===== config.mk =====
export PLATFORM = sky130hd
export DESIGN_NAME = bhc_fault_ctl
export DESIGN_NICKNAME = d
export VERILOG_FILES = /design/src/design/bhc_pkg.sv /design/src/design/bhc_osc_if.sv /design/src/design/bhc_osc.sv /design/src/design/bhc_fault_ctl.sv
export SDC_FILE = /design/constraint.sdc
export NUM_CORES = 1
export LEC_CHECK = 0
export BUFFER_PORTS_ARGS = -buffer_cell sky130_fd_sc_hd__buf_2
export CAP_MARGIN = 20
export CELL_PAD_IN_SITES_DETAIL_PLACEMENT = 1
export CELL_PAD_IN_SITES_GLOBAL_PLACEMENT = 2
export CORE_ASPECT_RATIO = 0.75
export CORE_MARGIN = 2
export CORE_UTILIZATION = 37
export DETAILED_ROUTE_END_ITERATION = 12
export PLACE_DENSITY_LB_ADDON = 0.1
export SYNTH_ARGS = -nofsm -noshare
export SYNTH_HDL_FRONTEND = slang
export SYNTH_SLANG_ARGS = --single-unit

===== constraint.sdc =====
create_clock -name clk_i -period 2 [get_ports clk_i]
set_input_delay 0.5 -clock clk_i [delete_from_list [all_inputs] [get_ports clk_i]]
set_output_delay 0.5 -clock clk_i [all_outputs]
set_load 0.05 [all_outputs]

===== src/design/bhc_pkg.sv =====
/*
  Constants, flag layout and state encoding for the buck fault and hiccup
  controller. Assumes a 40 MHz system clock.
*/
`default_nettype none
package bhc_pkg;
  // ==========================================================================
  // Clock and timing
  localparam int CLK_HZ = 40_000_000;
  localparam int CLK_MHZ = CLK_HZ / 1_000_000;
  // Internal oscillator phase frequency (RT pin setting stands in here)
  localparam int PHASE_FREQ_KHZ = 400;
  localparam int PERIOD_CYC = CLK_HZ / (PHASE_FREQ_KHZ * 1000);
  localparam logic [7:0] PERIOD_LAST = 8'(PERIOD_CYC - 1);
  localparam logic [7:0] PERIOD_HALF = 8'(PERIOD_CYC / 2);
  // Longest quiet time on the enable/sync pin while still counted as a clock
  localparam int SYNC_LOSS_NS = 4000;
  localparam int SYNC_LOSS_CYC = (SYNC_LOSS_NS * CLK_MHZ) / 1000;
  localparam logic [7:0] SYNC_LOSS_MAX = 8'(SYNC_LOSS_CYC);
  // External clock divided by eight, second phase half way
  localparam logic [2:0] SYNC_DIV_PH0 = 3'h0;
  localparam logic [2:0] SYNC_DIV_PH1 = 3'h4;
  localparam logic [1:0] SYNC_EDGES_MIN = 2'h2;
  // ==========================================================================
  // Fault counting
  localparam logic [4:0] OC_WINDOW_LAST = 5'h1f;  // 32 cycles per window
  localparam logic [2:0] OC_LIMIT = 3'h7;
  localparam logic [2:0] HICCUP_CYCLES = 3'h7;
  // ==========================================================================
  // Synchronised flag vector layout
  localparam int FLG_EN = 0;
  localparam int FLG_POR = 1;
  localparam int FLG_BP = 2;
  localparam int FLG_UV_ON = 3;
  localparam int FLG_UV_OFF = 4;
  localparam int FLG_FB_UV = 5;
  localparam int FLG_FB_WIN = 6;
  localparam int FLG_OV = 7;
  localparam int FLG_SS_1V = 8;
  localparam int FLG_SS_LOW = 9;
  localparam int FLG_OC0 = 10;
  localparam int FLG_PWM0 = 12;
  localparam int NFLAGS = 14;
  localparam int NPHASE = 2;
  // ==========================================================================
  // Fault control states
  typedef enum logic [2:0] {
    ST_OFF = 3'h0,
    ST_SOFT = 3'h1,
    ST_RUN = 3'h2,
    ST_HIC_FLUSH = 3'h3,
    ST_HIC_CHG = 3'h4,
    ST_HIC_DIS = 3'h5
  } bhc_state_t;
endpackage : bhc_pkg
`default_nettype wire


===== src/design/bhc_osc_if.sv =====
/*
  Link between the fault controller and its cycle generator.
  Assumes both ends run on the same clock.
*/
`default_nettype none
interface bhc_osc_if;
  logic en_level;
  logic enabled;
  logic [1:0] cycle_start;
  modport osc (input en_level, output enabled, output cycle_start);
  modport ctl (output en_level, input enabled, input cycle_start);
endinterface : bhc_osc_if
`default_nettype wire


===== src/design/bhc_osc.sv =====
/*
  Cycle generator: internal oscillator or external clock divided by eight,
  two phases 180 degrees apart. Assumes en_level is already synchronised.
*/
`default_nettype none
module bhc_osc
  import bhc_pkg::*;
(
  input wire logic clk_i,
  input wire logic reset_i,
  bhc_osc_if.osc osc
);
  // ==========================================================================
  // Sync detection
  logic en_q_r;
  logic fall;
  logic [7:0] quiet_r;
  logic [1:0] edges_r;
  logic sync_on;
  logic [2:0] div_r;
  logic [7:0] per_r;
  logic [1:0] start_r;
  logic enabled_r;

  assign fall = en_q_r & ~osc.en_level;
  // Two edges needed, so a plain enable going low is not taken as a clock
  assign sync_on = (edges_r == SYNC_EDGES_MIN) && (quiet_r < SYNC_LOSS_MAX);

  // Edge history and quiet-time watchdog
  always_ff @(posedge clk_i) begin
    if (reset_i) begin
      en_q_r <= 1'b0;
      quiet_r <= SYNC_LOSS_MAX;
      edges_r <= 2'h0;
    end else begin
      en_q_r <= osc.en_level;
      if (fall) begin
        quiet_r <= 8'h00;
        if (edges_r != SYNC_EDGES_MIN) edges_r <= edges_r + 2'h1;
      end else if (quiet_r < SYNC_LOSS_MAX) begin
        quiet_r <= quiet_r + 8'h01;
      end else begin
        edges_r <= 2'h0;
      end
    end
  end

  // ==========================================================================
  // Cycle starts: falling sync edges counted by eight, else internal period
  always_ff @(posedge clk_i) begin
    if (reset_i) begin
      div_r <= 3'h0;
      per_r <= 8'h00;
      start_r <= 2'h0;
      enabled_r <= 1'b0;
    end else begin
      enabled_r <= osc.en_level | sync_on;
      per_r <= (per_r == PERIOD_LAST) ? 8'h00 : per_r + 8'h01;
      if (sync_on) begin
        start_r <= 2'h0;
        if (fall) begin
          div_r <= div_r + 3'h1;
          start_r <= {div_r == SYNC_DIV_PH1, div_r == SYNC_DIV_PH0};
        end
      end else begin
        div_r <= 3'h0;
        start_r <= {per_r == PERIOD_HALF, per_r == 8'h00};
      end
    end
  end

  assign osc.cycle_start = start_r;
  assign osc.enabled = enabled_r;
endmodule : bhc_osc
`default_nettype wire


===== src/design/bhc_fault_ctl.sv =====
/*
  Fault, soft-start and hiccup sequencing of a two-phase buck controller,
  with gate-drive commands and the open-drain power-good indication.
  Assumes all flag inputs are comparator outputs from the analog front end,
  asynchronous to clk_i, and that the drivers add their own dead time.
  No dead time here: the low side turns on the cycle the high side drops.
*/
`default_nettype none
module bhc_fault_ctl
  import bhc_pkg::*;
(
  input wire logic clk_i,
  input wire logic reset_i,
  input wire logic enable_sync_i,
  input wire logic por_ok_i,
  input wire logic filtered_supply_ok_i,
  input wire logic input_undervolt_lockout_on_i,
  input wire logic input_undervolt_lockout_off_i,
  input wire logic feedback_input_uv_i,
  input wire logic feedback_input_win_i,
  input wire logic overvoltage_set_input_ov_i,
  input wire logic ss_above_1v_i,
  input wire logic ss_discharged_i,
  input wire logic [1:0] current_limit_input_oc_i,
  input wire logic [1:0] pwm_end_i,
  output logic ss_charge_o,
  output logic ss_discharge_o,
  output logic [1:0] high_side_drive_o,
  output logic [1:0] low_side_drive_o,
  output logic power_good_out_o,
  output logic power_good_out_oe_n_o,
  output logic hiccup_active_o
);
  // ==========================================================================
  // Input synchronisers
  logic [NFLAGS-1:0] raw;
  logic [NFLAGS-1:0] meta_r;
  logic [NFLAGS-1:0] flag_r;

  // Order matches the flag positions of the package
  assign raw = {pwm_end_i, current_limit_input_oc_i, ss_discharged_i,
                ss_above_1v_i, overvoltage_set_input_ov_i, feedback_input_win_i,
                feedback_input_uv_i, input_undervolt_lockout_off_i,
                input_undervolt_lockout_on_i, filtered_supply_ok_i, por_ok_i,
                enable_sync_i};

  // Two flops per flag; only the second stage is read anywhere
  genvar gi;
  generate
    for (gi = 0; gi < NFLAGS; gi++) begin : g_sync
      always_ff @(posedge clk_i) begin
        if (reset_i) begin
          meta_r[gi] <= 1'b0;
          flag_r[gi] <= 1'b0;
        end else begin
          meta_r[gi] <= raw[gi];
          flag_r[gi] <= meta_r[gi];
        end
      end
    end
  endgenerate

  // Named views of the synchronised flags
  logic f_por;
  logic f_bp;
  logic f_uv_on;
  logic f_uv_off;
  logic f_fb_uv;
  logic f_fb_win;
  logic f_ov;
  logic f_ss_1v;
  logic f_ss_low;
  logic [1:0] f_oc;
  logic [1:0] f_pwm_end;

  assign f_por = flag_r[FLG_POR];
  assign f_bp = flag_r[FLG_BP];
  assign f_uv_on = flag_r[FLG_UV_ON];
  assign f_uv_off = flag_r[FLG_UV_OFF];
  assign f_fb_uv = flag_r[FLG_FB_UV];
  assign f_fb_win = flag_r[FLG_FB_WIN];
  assign f_ov = flag_r[FLG_OV];
  assign f_ss_1v = flag_r[FLG_SS_1V];
  assign f_ss_low = flag_r[FLG_SS_LOW];
  assign f_oc = flag_r[FLG_OC0 +: NPHASE];
  assign f_pwm_end = flag_r[FLG_PWM0 +: NPHASE];

  // ==========================================================================
  // Cycle generator
  bhc_osc_if osc_if ();

  // Only the synchronised level reaches the sync edge detector
  assign osc_if.en_level = flag_r[FLG_EN];

  // Phase starts come as one-cycle pulses, phase 1 half a period later
  bhc_osc bhc_osc_inst (
    .clk_i(clk_i),
    .reset_i(reset_i),
    .osc(osc_if.osc)
  );

  // Enable is the plain level or a running sync clock
  logic enabled;
  logic [1:0] cyc_start;

  assign enabled = osc_if.enabled;
  assign cyc_start = osc_if.cycle_start;

  // ==========================================================================
  // Programmable undervoltage lockout, hysteresis between the two trips
  logic input_undervolt_lockout_run_r;

  // Off trip wins over on trip, so a sagging input always shuts down
  always_ff @(posedge clk_i) begin
    if (reset_i) begin
      input_undervolt_lockout_run_r <= 1'b0;
    end else if (f_uv_off) begin
      input_undervolt_lockout_run_r <= 1'b0;
    end else if (f_uv_on) begin
      input_undervolt_lockout_run_r <= 1'b1;
    end
  end

  // Every condition that must hold before anything may switch
  logic supplies_ok;
  logic start_ok;

  assign supplies_ok = f_por & f_bp;
  assign start_ok = enabled & supplies_ok & input_undervolt_lockout_run_r;

  // ==========================================================================
  // Overcurrent event counting over 32-cycle windows
  logic oc_seen_r;
  logic [4:0] oc_win_r;
  logic [2:0] oc_cnt_r;
  logic oc_any;
  logic oc_event;
  logic [2:0] oc_base;

  bhc_state_t state_r;
  bhc_state_t state_nxt;

  // Either phase at its limit marks the whole cycle as an overcurrent cycle
  assign oc_any = |f_oc;
  assign oc_event = oc_seen_r | oc_any;
  // Window clear and an event in the same cycle: the event still counts
  assign oc_base = (oc_win_r == OC_WINDOW_LAST) ? 3'h0 : oc_cnt_r;

  // Seen flag per cycle, counted at each phase-0 cycle start
  always_ff @(posedge clk_i) begin
    if (reset_i) begin
      oc_seen_r <= 1'b0;
      oc_win_r <= 5'h00;
      oc_cnt_r <= 3'h0;
    end else if (state_r != ST_RUN) begin
      // Counting restarts fresh so soft-start events cannot trip hiccup
      oc_seen_r <= 1'b0;
      oc_win_r <= 5'h00;
      oc_cnt_r <= 3'h0;
    end else if (cyc_start[0]) begin
      oc_seen_r <= 1'b0;
      oc_win_r <= oc_win_r + 5'h01;
      if (oc_base != OC_LIMIT) begin
        oc_cnt_r <= oc_base + {2'h0, oc_event};
      end else begin
        oc_cnt_r <= oc_base;
      end
    end else if (oc_any) begin
      oc_seen_r <= 1'b1;
    end
  end

  // ==========================================================================
  // Fault sequencing state machine
  logic [2:0] hic_cnt_r;
  logic fault_trip;

  // Faults only count once soft-start has passed 1 V
  assign fault_trip = (oc_cnt_r == OC_LIMIT) | f_fb_uv;

  // Next state; lockout is applied last so it overrides every branch
  always_comb begin
    state_nxt = state_r;
    case (state_r)
      // Idle, soft-start held empty until every start condition holds
      ST_OFF: begin
        if (start_ok && f_ss_low) state_nxt = ST_SOFT;
      end
      // Switching with faults masked until soft-start passes 1 V
      ST_SOFT: begin
        if (f_ss_1v) state_nxt = ST_RUN;
      end
      // Regulating; a sagging soft-start node falls back to the masked state
      ST_RUN: begin
        if (!f_ss_1v) state_nxt = ST_SOFT;
        else if (fault_trip) state_nxt = ST_HIC_FLUSH;
      end
      // Empty the capacitor first; this discharge is not a hiccup cycle
      ST_HIC_FLUSH: begin
        if (f_ss_low) state_nxt = ST_HIC_CHG;
      end
      // Hiccup charge, no switching
      ST_HIC_CHG: begin
        if (f_ss_1v) state_nxt = ST_HIC_DIS;
      end
      // Hiccup discharge; the seventh hands over to a normal soft-start
      ST_HIC_DIS: begin
        if (f_ss_low) begin
          if (hic_cnt_r == HICCUP_CYCLES - 3'h1) state_nxt = ST_SOFT;
          else state_nxt = ST_HIC_CHG;
        end
      end
      default: state_nxt = ST_OFF;
    endcase
    // Lockout overrides everything, from any state
    if (!start_ok) state_nxt = ST_OFF;
  end

  // State register
  always_ff @(posedge clk_i) begin
    if (reset_i) state_r <= ST_OFF;
    else state_r <= state_nxt;
  end

  // Completed hiccup cycles, counted at each discharge end that returns to charge
  // The flush ahead of the first charge never reaches this count
  always_ff @(posedge clk_i) begin
    if (reset_i) begin
      hic_cnt_r <= 3'h0;
    end else if (state_r == ST_HIC_DIS && state_nxt == ST_HIC_CHG) begin
      hic_cnt_r <= hic_cnt_r + 3'h1;
    end else if (state_r != ST_HIC_DIS && state_r != ST_HIC_CHG) begin
      hic_cnt_r <= 3'h0;
    end
  end

  // ==========================================================================
  // Soft-start pin control
  logic ss_chg_r;
  logic ss_dis_r;
  logic hic_r;

  // Decided from the next state so the pin follows the state with no lag
  always_ff @(posedge clk_i) begin
    if (reset_i) begin
      ss_chg_r <= 1'b0;
      ss_dis_r <= 1'b1;
      hic_r <= 1'b0;
    end else begin
      ss_chg_r <= (state_nxt == ST_SOFT) || (state_nxt == ST_RUN) ||
                  (state_nxt == ST_HIC_CHG);
      ss_dis_r <= (state_nxt == ST_OFF) || (state_nxt == ST_HIC_FLUSH) ||
                  (state_nxt == ST_HIC_DIS);
      hic_r <= (state_nxt == ST_HIC_FLUSH) || (state_nxt == ST_HIC_CHG) ||
               (state_nxt == ST_HIC_DIS);
    end
  end

  // ==========================================================================
  // Gate drives, one block per phase
  logic sw_allow;
  logic ov_active;
  logic [1:0] on_r;
  logic [1:0] hs_r;
  logic [1:0] ls_r;

  // Overvoltage is masked during soft-start, like every fault but current
  assign ov_active = (state_nxt == ST_RUN) & f_ov;
  // Hiccup, off and lockout states never switch. Taken from the next state
  // so the drives drop on the same edge as the hiccup flag rises, with no
  // stray on-cycle left over from the run state
  assign sw_allow = ((state_nxt == ST_SOFT) | (state_nxt == ST_RUN)) & start_ok;

  generate
    for (gi = 0; gi < NPHASE; gi++) begin : g_phase
      logic on_nxt;
      // One on-time per start pulse, cut by current limit or PWM end
      always_comb begin
        on_nxt = on_r[gi];
        if (!sw_allow || ov_active) on_nxt = 1'b0;
        else if (f_oc[gi] || f_pwm_end[gi]) on_nxt = 1'b0;
        else if (cyc_start[gi]) on_nxt = 1'b1;
      end
      // Drive registers of this phase
      always_ff @(posedge clk_i) begin
        if (reset_i) begin
          on_r[gi] <= 1'b0;
          hs_r[gi] <= 1'b0;
          ls_r[gi] <= 1'b0;
        end else begin
          on_r[gi] <= on_nxt;
          hs_r[gi] <= on_nxt;
          // Rectifier conducts while switching and high side is off
          ls_r[gi] <= ov_active | (sw_allow & ~on_nxt);
        end
      end
    end
  endgenerate

  // ==========================================================================
  // Power-good: released only in regulation with every monitor in limits
  logic pg_ok_r;

  // Registered, so a one-cycle overlap of flags cannot glitch the pin
  always_ff @(posedge clk_i) begin
    if (reset_i) begin
      pg_ok_r <= 1'b0;
    end else begin
      pg_ok_r <= (state_r == ST_RUN) & f_ss_1v & enabled &
                 supplies_ok & input_undervolt_lockout_run_r & f_fb_win & ~f_fb_uv & ~f_ov;
    end
  end

  // Open drain: pin value is always low, enable low means pulling down
  assign power_good_out_o = 1'b0;
  assign power_good_out_oe_n_o = pg_ok_r;

  // Registered commands to the drivers and the soft-start pin
  assign ss_charge_o = ss_chg_r;
  assign ss_discharge_o = ss_dis_r;
  assign high_side_drive_o = hs_r;
  assign low_side_drive_o = ls_r;
  assign hiccup_active_o = hic_r;
endmodule : bhc_fault_ctl
`default_nettype wire


==> impl_metrics.csv <==
group,metric,value,unit
clock_tree,cts.repair.resized,0,
global_route,grt_pass1_wl,10.5,mm
floorplanning,die_w,109,um
synth,synth_area_leaders,"dfxtp_1 50%, nor2b_1 7.5%, nor2_1 5.9%",
clock_tree,cts-root-buf,"clkbuf_8",
power,power_density,852,mW/mm^2
synth,synth.distinct_cells,47,
route,avgViaCountPerCell,4.73,
synth,synth.most_common_cell,"dfxtp_1",
timing,setup_ws,0.227,ns
floorplanning,fp-row-count,28,
worst_setup_path,path_cells,"inv_1, ha_1, and4_4, o21ai_2, o221ai_2, o21bai_4, mux2i_1, nor3_1",
floorplanning,die_area,0.00905,mm^2
finish,drive_above_1_share,0.149,
timing,drv_slew,0,
floorplanning,io_pins,25,
route,routed_wl,6.07,mm
place,dp_hpwl,4.33,mm
synth,synthCells,323,
route,wl_per_cell,13.2,um
timing,rsz0062_at_grt,"false",
worst_setup_path,path_max_fanout,6,
min_path,whs_endpoint,"meta_r[1]",
place,numPortBuffers,23,
worst_setup_path,critPathLaunch,"hic_cnt_r[0]",
worst_setup_path,crit_slowest_cell,"dfxtp_1",
route,drtIter0Drc,59,
worst_setup_path,critPathKind,"register to register",
route,drt_pre_antenna_iters,4,
synth,ys_seq_area_frac,0.502,
finish,fin_util,0.441,
finish,nets,379,
synth,yosys.area.top_type,"dfxtp_1",
timing,finalSetupTns,0,ns
route,wl_met3,221,um
timing,period_minus_slack,1.77,ns
clock_tree,cts_buffer_depth,2,
clock_tree,path_clk_slew,0.07,ns
finish,synthToLayoutAreaGrowth,14.3,%
route,wl_met2,2.45,mm
worst_setup_path,start_kind,"register",
clock_tree,cts_made_buffers,9,
min_path,holdPathStages,2,
synth,yosys_register_bits,77,
route,num_vias,2176,
synth,synth_commonest_cells,"77 x dfxtp_1, 48 x nor2_1, 37 x nor2b_1",
power,vdd_drop_max,429,uV
floorplanning,core_area,0.00795,mm^2
clock_tree,postCtsSetupBuffers,0,
synth,avgSynthCellArea,9.50,um^2
route,drc,0,
synth,synth_edf_count,0,
min_path,hp-class,"input port to register",
clock_tree,hold_buffers,0,
global_route,grt_use_total,0.150,
global_route,grt_pass1_vias,2131,
floorplanning,dieHeight,82.9,um
status,status,"completed",
worst_setup_path,slowest_delay,0.37,ns
synth,ys_warn_count,0,
route,ant_nets,0,
clock_tree,cts_tree,"done",
synth,synth_ff_type,"dfxtp_1",
route,m1WireLength,3.30,mm
worst_setup_path,r2r_end,"high_side_drive_o[1]",
timing,max_freq,564,MHz
clock_tree,htreeDepth,3,
worst_setup_path,worstPathRequired,2.23,ns
timing,fin_skew,0.00574,ns
worst_setup_path,r2r_cells,8,
synth,syn-cell-area,0.00307,mm^2
clock_tree,cts.sinks,77,
min_path,min-delay-start,"por_ok_i",
timing,hold_viol,0,
worst_setup_path,r2r_start,"hic_cnt_r[0]",
worst_setup_path,r2r_slack,0.23,ns
global_route,grt_start_max_net_pins,27,
global_route,grt-ovfl-total,0,
route,topRoutingLayerUsed,"met4",
finish,insertedDiodeCount,0,
power,cellLeakagePower,1.38,nW
timing,period_share,0.887,
synth,netlist.area_leader.share,0.502,
timing,setup_viol_count_final,0,
place,pre_cts_ws,0.229,ns
place,gp_congestion,0.773,
worst_setup_path,cp.arrival,2.00,ns
global_route,antenna_found_initial,0,
synth,async_reset_ff_frac,0,
floorplanning,start_util,0.386,
worst_setup_path,crit_path_end_kind,"register",
flow_run,drv_cap,0,
synth,syn-num-nets,352,
clock_tree,clk_latency,0.34,ns
finish,num-fill-cells,917,
## where the power goes
group / internal, mW / switching, mW / total (mW) / leakage [nW]
Combinational: 0.0653 / 0.0712 / 0.137 / 0.652
Clock: 0.703 / 0.550 / 1.25 / 0.101
Sequential: 1.57 / 0.0278 / 1.60 / 0.628
Total: 2.34 / 0.649 / 2.99 / 1.38
## layout by cell type, fill, tap and decap left out, types with 2 or more instances in the layout
master and n:
o21ai_2 2, nor3_1 14, nand4_1 5, ha_1 13, nand3b_1 2, bufinv_16 2, buf_4 4, o21bai_1 2
nor2_1 48, nor3b_1 2, o21ai_0 6, o21a_1 2, mux2_2 2, nand2_1 17, buf_2 23, nand3_1 8
and3_1 4, a31oi_1 2, clkbuf_1 3, o211ai_1 2, clkbuf_8 9, xnor2_1 5, dfxtp_1 77, xor2_1 11
nor2b_1 37, mux2i_1 4, a21oi_1 9, nand2b_1 8, or3_1 3, inv_1 7, nor4_1 2, a41oi_1 2
## layout make-up
cell class              count  area [um^2]  share of cell area
clock buffers              12          135              0.0385
well taps                 105          131              0.0374
clock inverters             4         72.6              0.0207
flip-flops and latches     77         1540               0.439
multi-input cells         227         1440               0.409
inverters                   7         26.3             0.00749
repair buffers             28          165              0.0471
## critical path: cells and delay by family (launching register included)
family / cells / cell delay, ns
AO/OA/AOI/OAI: 3 / 0.51
flip-flops: 1 / 0.37
multiplexers: 1 / 0.27
AND/OR/NAND/NOR: 2 / 0.24
adder cells (fa/ha/maj): 1 / 0.21
buffers and inverters: 1 / 0.06
## flip-flops by register name (all words and copies together), names as in the netlist, 2 cells and up
signal / flops
meta_r: 14
bhc_osc_inst.per_r: 8
low_side_drive_o: 2
bhc_osc_inst.div_r: 3
high_side_drive_o: 2
f_pwm_end: 2
f_oc: 2
bhc_osc_inst.edges_r: 2
hic_cnt_r: 3
oc_win_r: 5
bhc_osc_inst.osc.cycle_start: 2
bhc_osc_inst.quiet_r: 8
oc_cnt_r: 3
state_r: 3
## layer usage
layer,GRT usage,vias to the layer above
li1,-,1138
met1,0.215,995
met2,0.202,32
met3,0.0526,11
met4,0.0594,0
met5,0,-
## cells by family after synthesis
| kind of cell | after synthesis | share of synthesized area |
|---|---|---|
| muxes | 6 | 0.0204 |
| other | 1 | 0.00122 |
| buffers and inverters | 19 | 0.0298 |
| DFF | 77 | 0.502 |
| adders and majority gates | 13 | 0.0530 |
| AOI/OAI and AO/OA | 36 | 0.0889 |
| and+or+nand+nor | 155 | 0.259 |
| xor gates and xnor gates | 16 | 0.0457 |
## worst max path at each step
stage                           endpoint  slack (ns)  cells after the start
finish              high_side_drive_o[1]        0.23                      8
global route                 oc_cnt_r[2]        0.08                      9
CTS                          oc_cnt_r[2]        0.22                      9
detailed placement           oc_cnt_r[2]        0.23                      9
global placement             oc_cnt_r[2]        0.27                      9
floorplan                    oc_cnt_r[2]        0.36                      9
## through the flow
step / std cells / hold WS (ns) / power [mW] / cell area [um^2]
finish: 460 / 0.361 / 2.99 / 3510
global route: 460 / 0.344 / 3.13 / 3510
CTS: 460 / 0.334 / 3.05 / 3510
detailed placement: 444 / 0.382 / 1.77 / 3300
global placement: 444 / 0.378 / 1.77 / 3300
floorplan: 323 / 0.373 / 1.72 / 3070
No activity file was read; power rests on OpenSTA's default activity.
